**config.mk**
```make
export PLATFORM = sky130hd
export DESIGN_NAME = cpw_top
export DESIGN_NICKNAME = d
export VERILOG_FILES = /design/src/rtl/cpw_pkg.sv /design/src/rtl/cpw_top.sv
export VERILOG_INCLUDE_DIRS = /design/src /design/src/rtl
export SDC_FILE = /design/constraint.sdc
export NUM_CORES = 2
export LEC_CHECK = 0
export BUFFER_PORTS_ARGS = -buffer_cell sky130_fd_sc_hd__buf_2
export CAP_MARGIN = 20
export CORE_MARGIN = 3
export CORE_UTILIZATION = 65
export CTS_BUF_LIST = sky130_fd_sc_hd__clkbuf_8
export DETAILED_ROUTE_END_ITERATION = 8
export PLACE_DENSITY = 0.84
export SLEW_MARGIN = 10
export SYNTH_ARGS = -nofsm -noshare
export SYNTH_HDL_FRONTEND = slang
export SYNTH_SLANG_ARGS = --single-unit
```
**constraint.sdc**
```tcl
create_clock -name hclk -period 14.02 [get_ports hclk]
set_clock_uncertainty 0.05 [all_clocks]
set_input_delay 0.701 -clock hclk [delete_from_list [all_inputs] [get_ports hclk]]
set_output_delay 0.701 -clock hclk [all_outputs]
set_load 0.1 [all_outputs]
```
**src/rtl/cpw_params.svh**
```systemverilog
/*
  Register indices, field positions and reset values of the circular
  position wrap block. Assumes word-aligned AHB-Lite access: byte
  address = index * 4.
*/
`ifndef CPW_PARAMS_SVH
`define CPW_PARAMS_SVH

`define CPW_IDX_GEN_CONF 8'h00
`define CPW_IDX_REF_CONF 8'h01
`define CPW_IDX_EVENTS 8'h0E
`define CPW_IDX_RAMP_KIND 8'h20
`define CPW_IDX_ACTUAL 8'h21
`define CPW_IDX_TARGET 8'h37
`define CPW_IDX_LEFT 8'h33
`define CPW_IDX_RIGHT 8'h34
`define CPW_IDX_LATCH_REV 8'h36
`define CPW_IDX_ENC_POS 8'h50
`define CPW_IDX_INT_STATUS 8'h70
`define CPW_IDX_INT_CLEAR 8'h71
`define CPW_IDX_INT_ENABLE 8'h72
`define CPW_IDX_EXTENSION 8'h7C

`define CPW_GEN_CNT_SEL 0
`define CPW_REF_LEFT_EN 0
`define CPW_REF_RIGHT_EN 1
`define CPW_REF_CIRC 2
`define CPW_REF_ENC_CIRC 3
`define CPW_RAMP_POS 2

`define CPW_EV_LEFT 0
`define CPW_EV_RIGHT 1
`define CPW_EV_TARGET 2
`define CPW_EV_WRAP 3

`define CPW_RST_WORD 32'h00000000
`define CPW_RST_READY 1'b1

`endif

```
**src/rtl/cpw_pkg.sv**
```systemverilog
/*
  Types of the circular position wrap block: bus phase, wrap result and
  the whole register state. Assumes nothing of its surroundings.
*/
package cpw_pkg;

  typedef enum logic [1:0] {
    CPW_BUS_IDLE = 2'b00,
    CPW_BUS_DATA = 2'b01
  } cpw_bus_e;

  typedef struct packed {
    logic [31:0] pos;
    logic fwd;
    logic back;
  } cpw_wrap_s;

  typedef struct packed {
    cpw_bus_e bus;
    logic [7:0] idx;
    logic wr;
    logic [31:0] rdata;
    logic ready;
    logic [31:0] gen;
    logic [31:0] refc;
    logic [2:0] ramp;
    logic [31:0] left;
    logic [31:0] right;
    logic [31:0] range;
    logic [31:0] ext;
    logic [31:0] actual;
    logic [31:0] target;
    logic [31:0] enc;
    logic [31:0] latch;
    logic [31:0] rev;
    logic [31:0] acc;
    logic [1:0] hold;
    logic run;
    logic [3:0] events;
    logic [3:0] ist;
    logic [3:0] ien;
    logic irq;
    logic step_o;
    logic dir_o;
    logic vstop_o;
  } cpw_state_s;

endpackage

```
**src/rtl/cpw_top.sv**
```systemverilog
/*
  Circular position wrap block: wrapping actual and encoder position,
  fractional revolution extension, revolution counter, blocking zones and
  direction choice, with an AHB-Lite register slave and an interrupt.
  Assumes step requests, encoder counts and capture strobes come from
  logic on hclk; the ramp generator honours move_dir and vstop_ramp.
*/
// Notes on behaviour
// - With circular motion, position stays in -range..range-1 and jumps across the limits.
// - Each wrap adds the fraction extension into an internal accumulator.
// - Positioning with circular motion and a stop disabled picks the shorter way, across the wrap if needed.
// - Accumulator overflow holds position at the wrap point one extra step.
// - Extension 2^31 equals one step; 0x40000000 overflows every second revolution.
// - Extension above one step adds up to two held steps in one revolution.
// - Revolution counter counts up on forward wrap, down on backward wrap.
// - By default the shared read address returns the captured position.
// - Counter select bit makes the shared address return the revolution counter.
// - Counter is forced to zero while circular motion is off.
// - With circular motion and both stops enabled, positioning avoids the blocking zone even if longer.
// - Reaching a zone limit starts the virtual stop deceleration request.
// - Left below right: blocked at or below left, or at or above right.
// - Left above right: blocked only when both conditions hold.
// - Reading the event register clears latched virtual stop events.
// - After clearing and a new target, motion restarts along the allowed way.
// - With circular motion on, the encoder circular bit wraps the encoder position the same way.
`timescale 1ns/1ps
`default_nettype none
`include "cpw_params.svh"

module cpw_top
  import cpw_pkg::*;
(
  input wire logic hclk, // System clock
  input wire logic hresetn, // Async reset, active low
  input wire logic hsel, // Slave select
  input wire logic [31:0] haddr, // Byte address
  input wire logic [1:0] htrans, // Transfer type
  input wire logic hwrite, // Write when high
  input wire logic [2:0] hsize, // Transfer size, word only
  input wire logic [31:0] hwdata, // Write data
  input wire logic hready, // Bus ready
  output logic [31:0] hrdata, // Read data
  output logic hreadyout, // Slave ready
  output logic hresp, // Always OKAY
  input wire logic step_req, // Ramp asks for one step
  input wire logic step_req_dir, // Velocity mode direction, high forward
  input wire logic enc_step, // Encoder count pulse
  input wire logic enc_dir, // Encoder direction, high forward
  input wire logic capture_strobe, // Capture actual position
  output logic step_out, // Step issued
  output logic move_dir, // Direction in use, high forward
  output logic vstop_ramp, // Virtual stop deceleration request
  output logic [31:0] actual_position, // Actual position
  output logic irq // Interrupt level
);

  cpw_state_s s;
  cpw_state_s next_s;

  logic take;
  logic dphase_wr;
  logic dphase_rd;
  logic circ_act;
  logic zone_on;
  logic pos_mode;
  logic dir_pos;
  logic dir_use;
  logic step_ok;
  logic [3:0] ev_set;
  logic [32:0] frac_sum;
  cpw_wrap_s w;
  cpw_wrap_s we;

  // Subtraction modulo twice the range; both operands lie in -r..r-1
  function automatic logic [31:0] mod_sub(input logic [31:0] a, input logic [31:0] b,
                                          input logic [31:0] r);
    logic signed [33:0] d;
    d = {{2{a[31]}}, a} - {{2{b[31]}}, b};
    if (d < 0) begin
      d = d + {1'b0, r, 1'b0};
    end
    return d[31:0];
  endfunction

  function automatic logic is_blocked(input logic [31:0] x, input logic [31:0] l,
                                      input logic [31:0] r);
    logic below;
    logic above;
    below = $signed(x) <= $signed(l);
    above = $signed(x) >= $signed(r);
    if ($signed(l) < $signed(r)) begin
      return below || above;
    end
    return below && above;
  endfunction

  function automatic cpw_wrap_s wrap_step(input logic [31:0] p, input logic fwd,
                                          input logic circ, input logic [31:0] r);
    cpw_wrap_s o;
    o = '0;
    if (fwd) begin
      if (circ && p == r - 32'h00000001) begin
        o.pos = 32'h00000000 - r;
        o.fwd = 1'b1;
      end else begin
        o.pos = p + 32'h00000001;
      end
    end else begin
      if (circ && p == 32'h00000000 - r) begin
        o.pos = r - 32'h00000001;
        o.back = 1'b1;
      end else begin
        o.pos = p - 32'h00000001;
      end
    end
    return o;
  endfunction

  assign take = hsel && hready && htrans[1];
  assign dphase_wr = (s.bus == CPW_BUS_DATA) && s.wr;
  assign dphase_rd = (s.bus == CPW_BUS_DATA) && !s.wr;
  assign circ_act = s.refc[`CPW_REF_CIRC] && (s.range != `CPW_RST_WORD);
  assign zone_on = circ_act && s.refc[`CPW_REF_LEFT_EN] && s.refc[`CPW_REF_RIGHT_EN];
  assign pos_mode = s.ramp[`CPW_RAMP_POS];

  always_comb begin
    if (zone_on) begin
      // Compare distances from the left limit so that the free arc never wraps
      dir_pos = mod_sub(s.target, s.left, s.range) > mod_sub(s.actual, s.left, s.range);
    end else if (circ_act) begin
      dir_pos = mod_sub(s.target, s.actual, s.range) < s.range;
    end else begin
      dir_pos = $signed(s.target) > $signed(s.actual);
    end
  end

  assign dir_use = pos_mode ? dir_pos : step_req_dir;
  // Latched stop events freeze stepping until software reads them away
  assign step_ok = step_req && (s.events[1:0] == 2'h0) &&
                   (!pos_mode || (s.run && s.actual != s.target));
  assign w = wrap_step(s.actual, dir_use, circ_act, s.range);
  assign we = wrap_step(s.enc, enc_dir, circ_act && s.refc[`CPW_REF_ENC_CIRC], s.range);
  // Fraction uses 31 bits; bits 32:31 of the sum give 0..2 held steps
  assign frac_sum = {2'b00, s.acc[30:0]} + {1'b0, s.ext};

  always_comb begin
    next_s = s;
    ev_set = 4'h0;
    next_s.step_o = 1'b0;
    next_s.dir_o = dir_use;

    // Bus address and data phases; one wait state per transfer
    next_s.ready = 1'b1;
    next_s.bus = CPW_BUS_IDLE;
    if (take) begin
      next_s.bus = CPW_BUS_DATA;
      next_s.idx = haddr[9:2];
      next_s.wr = hwrite;
      next_s.ready = 1'b0;
    end

    if (dphase_rd) begin
      case (s.idx)
        `CPW_IDX_GEN_CONF: next_s.rdata = s.gen;
        `CPW_IDX_REF_CONF: next_s.rdata = s.refc;
        `CPW_IDX_EVENTS: next_s.rdata = {28'h0000000, s.events};
        `CPW_IDX_RAMP_KIND: next_s.rdata = {29'h00000000, s.ramp};
        `CPW_IDX_ACTUAL: next_s.rdata = s.actual;
        `CPW_IDX_TARGET: next_s.rdata = s.target;
        `CPW_IDX_LEFT: next_s.rdata = s.left;
        `CPW_IDX_RIGHT: next_s.rdata = s.right;
        `CPW_IDX_LATCH_REV: next_s.rdata = s.gen[`CPW_GEN_CNT_SEL] ? s.rev : s.latch;
        `CPW_IDX_ENC_POS: next_s.rdata = s.enc;
        `CPW_IDX_INT_STATUS: next_s.rdata = {28'h0000000, s.ist};
        `CPW_IDX_INT_ENABLE: next_s.rdata = {28'h0000000, s.ien};
        `CPW_IDX_EXTENSION: next_s.rdata = s.ext;
        default: next_s.rdata = `CPW_RST_WORD;
      endcase
      if (s.idx == `CPW_IDX_EVENTS) begin
        next_s.events = 4'h0;
      end
    end

    // Motion: held steps move the motor but not the position value
    if (step_ok) begin
      next_s.step_o = 1'b1;
      if (s.hold != 2'h0) begin
        next_s.hold = s.hold - 2'h1;
      end else begin
        next_s.actual = w.pos;
        if (w.fwd) begin
          next_s.rev = s.rev + 32'h00000001;
        end
        if (w.back) begin
          next_s.rev = s.rev - 32'h00000001;
        end
        if (w.fwd || w.back) begin
          next_s.acc = {1'b0, frac_sum[30:0]};
          next_s.hold = frac_sum[32:31];
          ev_set[`CPW_EV_WRAP] = 1'b1;
        end
        if (zone_on && is_blocked(w.pos, s.left, s.right) &&
            !is_blocked(s.actual, s.left, s.right)) begin
          if ($signed(w.pos) <= $signed(s.left)) begin
            ev_set[`CPW_EV_LEFT] = 1'b1;
          end else begin
            ev_set[`CPW_EV_RIGHT] = 1'b1;
          end
        end
      end
    end

    if (pos_mode && s.run && s.actual == s.target) begin
      next_s.run = 1'b0;
      ev_set[`CPW_EV_TARGET] = 1'b1;
    end

    if (enc_step) begin
      next_s.enc = we.pos;
    end
    if (capture_strobe) begin
      next_s.latch = s.actual;
    end

    // Software writes take precedence over motion in the same cycle
    if (dphase_wr) begin
      case (s.idx)
        `CPW_IDX_GEN_CONF: next_s.gen = hwdata;
        `CPW_IDX_REF_CONF: next_s.refc = hwdata;
        `CPW_IDX_RAMP_KIND: next_s.ramp = hwdata[2:0];
        `CPW_IDX_ACTUAL: next_s.actual = hwdata;
        `CPW_IDX_TARGET: begin
          next_s.target = hwdata;
          next_s.run = 1'b1;
        end
        `CPW_IDX_LEFT: next_s.left = hwdata;
        `CPW_IDX_RIGHT: next_s.right = hwdata;
        `CPW_IDX_LATCH_REV: next_s.range = hwdata;
        `CPW_IDX_ENC_POS: next_s.enc = hwdata;
        `CPW_IDX_INT_CLEAR: next_s.ist = s.ist & ~hwdata[3:0];
        `CPW_IDX_INT_ENABLE: next_s.ien = hwdata[3:0];
        `CPW_IDX_EXTENSION: next_s.ext = hwdata;
        default: next_s.gen = next_s.gen;
      endcase
    end

    if (!s.refc[`CPW_REF_CIRC]) begin
      next_s.rev = `CPW_RST_WORD;
      next_s.acc = `CPW_RST_WORD;
      next_s.hold = 2'h0;
    end

    // New events win over a read-clear or write-clear in the same cycle
    next_s.events = next_s.events | ev_set;
    next_s.ist = next_s.ist | ev_set;
    next_s.irq = |(next_s.ist & next_s.ien);
    next_s.vstop_o = |next_s.events[1:0];
  end

  always_ff @(posedge hclk or negedge hresetn) begin
    if (!hresetn) begin
      s <= '0;
      s.ready <= `CPW_RST_READY;
    end else begin
      s <= next_s;
    end
  end

  assign hrdata = s.rdata;
  assign hreadyout = s.ready;
  assign hresp = 1'b0;
  assign step_out = s.step_o;
  assign move_dir = s.dir_o;
  assign vstop_ramp = s.vstop_o;
  assign actual_position = s.actual;
  assign irq = s.irq;

  a_wrap_forward: assert property (@(posedge hclk) disable iff (!hresetn)
    (step_ok && s.hold == 2'h0 && dir_use && circ_act && !dphase_wr &&
     s.actual == s.range - 32'h00000001)
    |=> s.actual == 32'h00000000 - $past(s.range))
    else $error("forward wrap did not land on minus range");

  a_rev_count_up: assert property (@(posedge hclk) disable iff (!hresetn)
    (step_ok && s.hold == 2'h0 && w.fwd && s.refc[`CPW_REF_CIRC])
    |=> s.rev == $past(s.rev) + 32'h00000001)
    else $error("revolution counter did not count up on wrap");

  a_hold_step: assert property (@(posedge hclk) disable iff (!hresetn)
    (step_ok && s.hold != 2'h0 && !dphase_wr)
    |=> s.actual == $past(s.actual) && s.step_o)
    else $error("held step moved the position");

  a_rev_cleared: assert property (@(posedge hclk) disable iff (!hresetn)
    !s.refc[`CPW_REF_CIRC] |=> s.rev == 32'h00000000)
    else $error("revolution counter not zero with circular off");

  a_shared_rev: assert property (@(posedge hclk) disable iff (!hresetn)
    (dphase_rd && s.idx == `CPW_IDX_LATCH_REV && s.gen[`CPW_GEN_CNT_SEL])
    |=> s.rdata == $past(s.rev))
    else $error("shared address did not return revolution counter");

  a_shared_latch: assert property (@(posedge hclk) disable iff (!hresetn)
    (dphase_rd && s.idx == `CPW_IDX_LATCH_REV && !s.gen[`CPW_GEN_CNT_SEL])
    |=> s.rdata == $past(s.latch))
    else $error("shared address did not return captured position");

  a_event_clear: assert property (@(posedge hclk) disable iff (!hresetn)
    (dphase_rd && s.idx == `CPW_IDX_EVENTS && ev_set[1:0] == 2'h0)
    |=> s.events[1:0] == 2'h0 && !s.vstop_o)
    else $error("event read did not clear stop events");

  a_stop_request: assert property (@(posedge hclk) disable iff (!hresetn)
    (ev_set[1:0] != 2'h0) |=> s.vstop_o ##1 !s.step_o)
    else $error("zone limit did not raise stop and freeze steps");

  a_bus_wait: assert property (@(posedge hclk) disable iff (!hresetn)
    take |=> !hreadyout ##1 hreadyout)
    else $error("slave wait state not exactly one cycle");

endmodule
`default_nettype wire

```
# Word-level counts from Yosys, hierarchy flattened

Cells that the tools add are included.

Reduce and logical (&&, ||, !) cells: 45
Order comparisons: 11
Bitwise operators: 5
Add/sub/neg operators: 16
Equality and inequality tests: 25
Muxes and demuxes: 67

Operator list:

| cell                                                | count |
|---|---|
| two-way mux 32 bit                                  | 22 |
| case mux 32 bit (13 select lines)                   | 1 |
| == test 32 bit                                      | 5 |
| two-way mux 66 bit                                  | 2 |
| subtractor 32 x 1 -> 32 bit, second input constant  | 4 |
| < comparator 33 x 1 -> 1 bit, second input constant | 3 |
| subtractor 32 x 32 -> 33 bit                        | 3 |
| adder 32 x 1 -> 32 bit, second input constant       | 3 |
| adder 32 bit                                        | 3 |
| two-way mux 96 bit                                  | 1 |
| >= comparator 32 bit                                | 2 |
| > comparator 32 bit                                 | 2 |
| <= comparator 32 bit                                | 2 |
| < comparator 32 bit                                 | 2 |
| two-way mux 64 bit                                  | 1 |
| == test 8 x 6 -> 1 bit, second input constant       | 6 |
| == test 8 x 7 -> 1 bit, second input constant       | 5 |
| two-way mux 34 bit                                  | 1 |
| adder 31 x 32 -> 33 bit                             | 1 |
| != test 32 bit                                      | 1 |
| nonzero test 32 bit                                 | 1 |
| subtractor 1 x 32 -> 32 bit, first input constant   | 1 |
| two-way mux 1 bit                                   | 29 |
| logical AND 1 bit                                   | 21 |
| 23 further kinds                                    | 47 |

Output and inout bits: 70
Input bits: 79
Bits in registers: 449
Word-level logic and storage cells: 196

# Logic depth before layout (Yosys ltp)

Depth after elaboration: 24
Gate-level depth with buffers: 51
Mapped depth without buffers: 48

# Worst setup path after synthesis

OpenSTA, ideal clock, no wires.

Path type: register -> register
Start: register s (netlist bit actual_position[5])
End: register s[82] (netlist bit)
Buffers on the path: 4
Required time: 13.901 ns
Arrival: 11.425 ns
Setup slack: 2.475 ns
Cell stages (with the launch flop): 50
Clock period less this slack: 11.545 ns
Cells stage by stage: dfrtp_1 > clkbuf_1 > inv_1 > ha_1 > or4_1 > o21ai_0 > a31oi_1 > a211o_1 > a21oi_1 > o21bai_1 > a21oi_1 > o21bai_1 > a21oi_1 > xnor2_1 > ha_1 > o21a_1 > nor2_1 > nand3b_1 > (+14 left out) > nand2_1 > o21ai_1 > buf_1 > buf_2 > buf_2 > nor3_1 > ha_1 > a21o_1 > a21o_1 > a2111oi_0 > a21boi_0 > o21ai_0 > nand2_1 > o2111ai_1 > a21oi_1 > xnor2_1 > mux2_2 > nand3_1

Cells in the longest elaborated chain, start to end: 14
Elaborated cells between the ends (all ways): 36
Classes of those cells: add/sub (4); order compare (5); eq/ne (5); mux (16); reduce/logical (6)

RTL lines:

| item                                                         | RTL line                     | RTL |
|---|---|---|
| start, declared                                              | cpw_top.sv:57                | `cpw_state_s s;` |
| start signal, assigned                                       | cpw_top.sv:265               | `s <= next_s;` |
| subtractor 32 x 32 -> 33 bit                                 | cpw_top.sv:78                | `d = {{2{a[31]}}, a} - {{2{b[31]}}, b};` |
| adder 32 bit or < comparator 33 x 1 -> 1 bit (tied branches) | cpw_top.sv:80, cpw_top.sv:79 |  |
| two-way mux 32 bit                                           | cpw_top.sv:79                | `if (d < 0) begin` |
| two-way mux 32 bit                                           | cpw_top.sv:130               | `end else if (circ_act) begin` |
| two-way mux 32 bit                                           | cpw_top.sv:127               | `if (zone_on) begin` |
| < comparator 32 bit                                          | cpw_top.sv:131               | `dir_pos = mod_sub(s.target, s.actual, s.range) < s.range;` |
| two-way mux 1 bit                                            | cpw_top.sv:130               |  |
| two-way mux 1 bit (*)                                        | cpw_top.sv:127               |  |
| two-way mux 1 bit (*)                                        | cpw_top.sv:137               | `assign dir_use = pos_mode ? dir_pos : step_req_dir;` |
| net dir_use                                                  | cpw_top.sv:67                | `logic dir_use;` |
| two-way mux 1 bit                                            | cpw_top.sv:101               | `if (fwd) begin` |
| two-way mux 32 bit                                           | cpw_top.sv:194               | `if (w.back) begin` |
| two-way mux 64 bit                                           | cpw_top.sv:187               | `if (s.hold != 2'h0) begin` |
| two-way mux 66 bit                                           | cpw_top.sv:185               | `if (step_ok) begin` |
| two-way mux 66 bit                                           | cpw_top.sv:247               | `` if (!s.refc[`CPW_REF_CIRC]) begin `` |

The timed path passes the listed nets; every way through them passes the cells marked *. The select of a mux whose other input is x is not followed.
A chain may end at the register's enable or synchronous reset.

==> summary by stage <==
Place
The post-placement worst setup slack is 2.02 ns. Once detailed placement completed, the half-perimeter wirelength came to 114 mm. The routability congestion estimate from global placement is 1.02.

The placed standard-cell area is 44600 um2. The cell total after placement is 5831. The count of port buffers added during placement is 119.

Drt
The final layout contains routed wiring with a total length of 148 mm. The detailed-route DRC error count is 0. After detailed routing, the average wire length per cell comes to 24.7 um. After detailed routing, the number of vias per cell comes to 6.81. Once detail routing completed, the nets flagged for antenna violations numbered 0. The number of iterations in the first detailed-routing pass is 6. The number of DRC violations after detailed-routing iteration 0 is 4915.

The via count of the routed design is 40800.

Timing
The count of pins over their slew limit came to 0. For the pin with the worst max-slew slack, the measured transition is 1.14 ns. The worst path needs 12.54 ns of the cycle, external delays included. Hold is met by 0.00132 ns. The post-route clock period utilization is 89.4%. The final hold violation count is 0. For this run, the top clock speed supported by timing is 79.8 MHz. The relative max-transition margin is 23.9%.

Setup violations remaining at the end of the flow were counted as 0. Setup repair after global routing left no endpoint under its margin. Setup total negative slack on the finished layout was measured at 0 ns. The worst path meets setup with 1.48 ns of slack.

Pwr
The net switching share of the total power is 38.4%. The largest voltage drop on the vdd net is 0.0899 mV. The part of the power in the clock network is 29.0%. Combinational logic is responsible for 37.2% of the overall power. The internal power of the cells totals 2790 uW. In this run the static leakage power is 0.0216 uW. The power per unit of standard cell area is 97.7 nW/um2. The part of the power in registers is 33.8%.

The total net switching power is 1740 uW.

Clocking
Counting along the longest clock path gives a buffer depth of 3. The H-tree depth is 3. For the worst-skew pair, the clock arrives at the later sink with an insertion delay of 0.68 ns.

The CTS tree is done. For this design, the CTS-stage hold fixing added 0 buffers. Clock-pin slew was measured on the worst setup and hold paths at 0.06 ns. CTS placed an instance of sky130_fd_sc_hd__clkbuf_8 at the clock tree root.

CTS saw 448 sinks. The number of gates resized after cts is 0. In this run, CTS created clock tree buffers numbering 77.

The post-CTS setup-driven buffer insertion count is 0.

Final layout
The combined flip-flop and latch cell area is 11200 um2. The net count reported at finish is 5580. Once layout is done, the placed cells without fillers occupy 46400 um2. In the final layout, the multi-input gates occupy 30500 um2. After filler insertion, the fill cell instance count of the layout stands at 5263.

After the flow finishes, the layout carries non-filler instances totaling 5981. Leaving out fill and tap cells, the most frequent cell in the layout is sky130_fd_sc_hd__nand2_1. From synthesis to final layout, the design area changed by 5.07%.

The share of layout cells above drive strength 1 is 12.0%. The library cells used most frequently in the layout, excluding fill and tap cells, are sky130_fd_sc_hd__nand2_1 (452), sky130_fd_sc_hd__ha_1 (445), sky130_fd_sc_hd__dfrtp_1 (444), sky130_fd_sc_hd__a21oi_1 (363), sky130_fd_sc_hd__nor2_1 (310).

GRT
The number of antenna violations at the first check in global routing is 9. Entering global routing, the biggest net connects 169 pins. The first-pass GRT wire length is 225 mm. Summed over all layers, the global routing overflow is 0.

The total track usage is 40.8%. The via count of the first global-routing pass was 39300.

Floorplanning
The total area inside the core boundary comes to 66500 um2. The number of top-level design ports is 149. The full die area is 71100 um2.

The die height is 267 um. The floorplan step set the die width to 267 um. The initial core utilization is 66.4%. The number of standard-cell rows in the floorplan is 94.

Setup path
The worst setup path is launched from a register. The worst setup path is captured at a register. STA puts the critical path data required time at 14.53 ns. Along the worst path, the maximum fanout reaches 21.

Among cell families on the critical path, the largest total delay comes from compound AO/OA/AOI/OAI gates. On the worst path, the slowest cell contributes a delay of 0.88 ns. Together, buffers and inverters on the worst path number 2.

Data on the critical path arrives at its endpoint at 13.04 ns. The worst setup path is of the reg2reg kind. The cell repeated most along the worst path is sky130_fd_sc_hd__o21ai_0. The slowest stage cell on the critical path is sky130_fd_sc_hd__dfrtp_1.

Logic synthesis
The share of synthesized area occupied by flip-flops and latches is 25.4%. Summing the areas of all fa, ha and maj instances in the mapped netlist gives 13.0% of the synthesized area. The share of the synthesized netlist area taken by xor and xnor gates is 9.99%. The area fraction in compound gates after synthesis is 20.0%. The main combinational cell family by area after synthesis is compound AO/OA/AOI/OAI gates.

The number of standard cells after synthesis is 5142. Among all flip-flop cells after synthesis, the most frequent one is sky130_fd_sc_hd__dfrtp_1. Of the total synthesized cell area, the portion taken by AND, OR, NAND and NOR gates is 16.5%. The largest area contributor in the netlist is sky130_fd_sc_hd__dfrtp_1. The number of enable-type register cells in the synthesized netlist is 0. In this run, distinct cell masters in the synthesized netlist total 100. The top cell type's share of synthesized area is 25.3%. The mux contribution to synthesized area is 9.34%. The post-synth net total is 5674. Sorting the synthesized cells by area gives the leading types as sky130_fd_sc_hd__dfrtp_1 (25%), sky130_fd_sc_hd__ha_1 (13%), sky130_fd_sc_hd__xnor2_1 (5.8%).

The async set or reset register ratio after synthesis is 100%. For this run, the number of Yosys warnings is 0. The cell area that synthesis handed to floorplanning was 44100 um2. In this run, synthesis produced a sequential element count of 448. The synthesized area per cell is 8.58 um2.

Flow run
The tool flagged a number of max-cap violations equal to 0.

Run status
The flow ran to the end, and the final reports show no timing, DRC or antenna violations.

Worst hold path
The path type of the worst min-delay path is in2async.
==> metrics by stage <==
step | power [uW] | utilization (%)
final | 4530 | 69.8
after global routing | 4750 | 69.8
after CTS | 4490 | 69.7
after detailed placement | 3180 | 67.2
after global placement | 3140 | 67.2
after floorplan | 2760 | -
==> Yosys cell counts (19+ instances only) <==
cell,instances
sky130_fd_sc_hd__mux2_2,227
sky130_fd_sc_hd__a21oi_1,363
sky130_fd_sc_hd__nor2_1,313
sky130_fd_sc_hd__nor2b_1,51
sky130_fd_sc_hd__nor3_1,100
sky130_fd_sc_hd__or3_1,27
sky130_fd_sc_hd__ha_1,445
sky130_fd_sc_hd__o21bai_1,38
sky130_fd_sc_hd__buf_2,19
sky130_fd_sc_hd__and2_1,24
sky130_fd_sc_hd__o21a_1,40
sky130_fd_sc_hd__a21o_1,150
sky130_fd_sc_hd__clkbuf_1,193
sky130_fd_sc_hd__o21ai_0,304
sky130_fd_sc_hd__nand2_1,452
sky130_fd_sc_hd__nand4_1,90
sky130_fd_sc_hd__nor3b_1,34
sky130_fd_sc_hd__o221ai_1,39
sky130_fd_sc_hd__buf_4,94
sky130_fd_sc_hd__and3_1,32
sky130_fd_sc_hd__xor2_1,97
sky130_fd_sc_hd__mux2i_1,145
sky130_fd_sc_hd__nor4_1,45
sky130_fd_sc_hd__nand3_1,150
sky130_fd_sc_hd__a211oi_1,30
sky130_fd_sc_hd__a22oi_1,96
sky130_fd_sc_hd__a31o_1,23
sky130_fd_sc_hd__nand2b_1,55
sky130_fd_sc_hd__o21ai_1,70
sky130_fd_sc_hd__o31ai_1,43
sky130_fd_sc_hd__o211ai_1,26
sky130_fd_sc_hd__buf_1,35
sky130_fd_sc_hd__dfrtp_1,447
sky130_fd_sc_hd__xnor3_1,42
sky130_fd_sc_hd__inv_1,217
sky130_fd_sc_hd__a31oi_1,30
sky130_fd_sc_hd__xnor2_1,292
==> registers in the layout, indices dropped and copies added, names as in the netlist <==
register         flops
actual_position     32
hrdata              32
hreadyout            1
irq                  1
move_dir             1
pos_mode             1
s                  378
step_out             1
vstop_ramp           1
==> kinds of logic after synthesis <==
group,after synthesis
multiplexers,380
flip-flops,448
buffers and inverters,565
other,1
XOR/XNOR,434
AND/OR/NAND/NOR,1468
adder cells (fa/ha/maj),453
AO/OA/AOI/OAI,1393
==> power groups by stage <==
stage | clock [uW] | combinational, uW | sequential, uW
floorplan | 0 | 1330 | 1430
global placement | 0 | 1600 | 1530
detailed placement | 0 | 1640 | 1540
CTS | 1320 | 1660 | 1520
global route | 1370 | 1850 | 1530
finish | 1310 | 1690 | 1530
==> path summary, 6_finish.rpt <==
path                       cells past startpoint  slack (ns)                    end                         start
setup / recovery                              45        1.48          irq$_DFF_PN0_  actual_position[5]$_DFF_PN0_
max in group asynchronous                      4       10.85     s[174]$_DFFE_PN0P_                       hresetn
hold reg to reg                                2        0.43  hrdata[7]$_DFFE_PN0P_         hrdata[7]$_DFFE_PN0P_
hold / removal                                 1       0.001     s[445]$_DFFE_PN0P_                       hresetn
min in group hclk                              2        0.22     s[441]$_DFFE_PN0P_                      haddr[3]
setup reg to reg                              45        1.48          irq$_DFF_PN0_  actual_position[5]$_DFF_PN0_
==> final cells by class <==
class	count	area share [%]
inverter	218	1.76
clock buffer	106	3.15
timing repair buffer	174	2.25
sequential	448	24.2
tap	864	2.33
clock inverter	35	0.510
antenna	7	0.0378
multi-input combinational	4129	65.8
==> metal layers <==
layer	GRT usage (%)	vias up	part of all wire, %
li1	-	18500	-
met1	54.1	19500	39
met2	62.0	2338	43
met3	9.16	447	12
met4	22.9	4	5.9
met5	0	-	0.021
No activity file was read; power rests on OpenSTA's default activity.
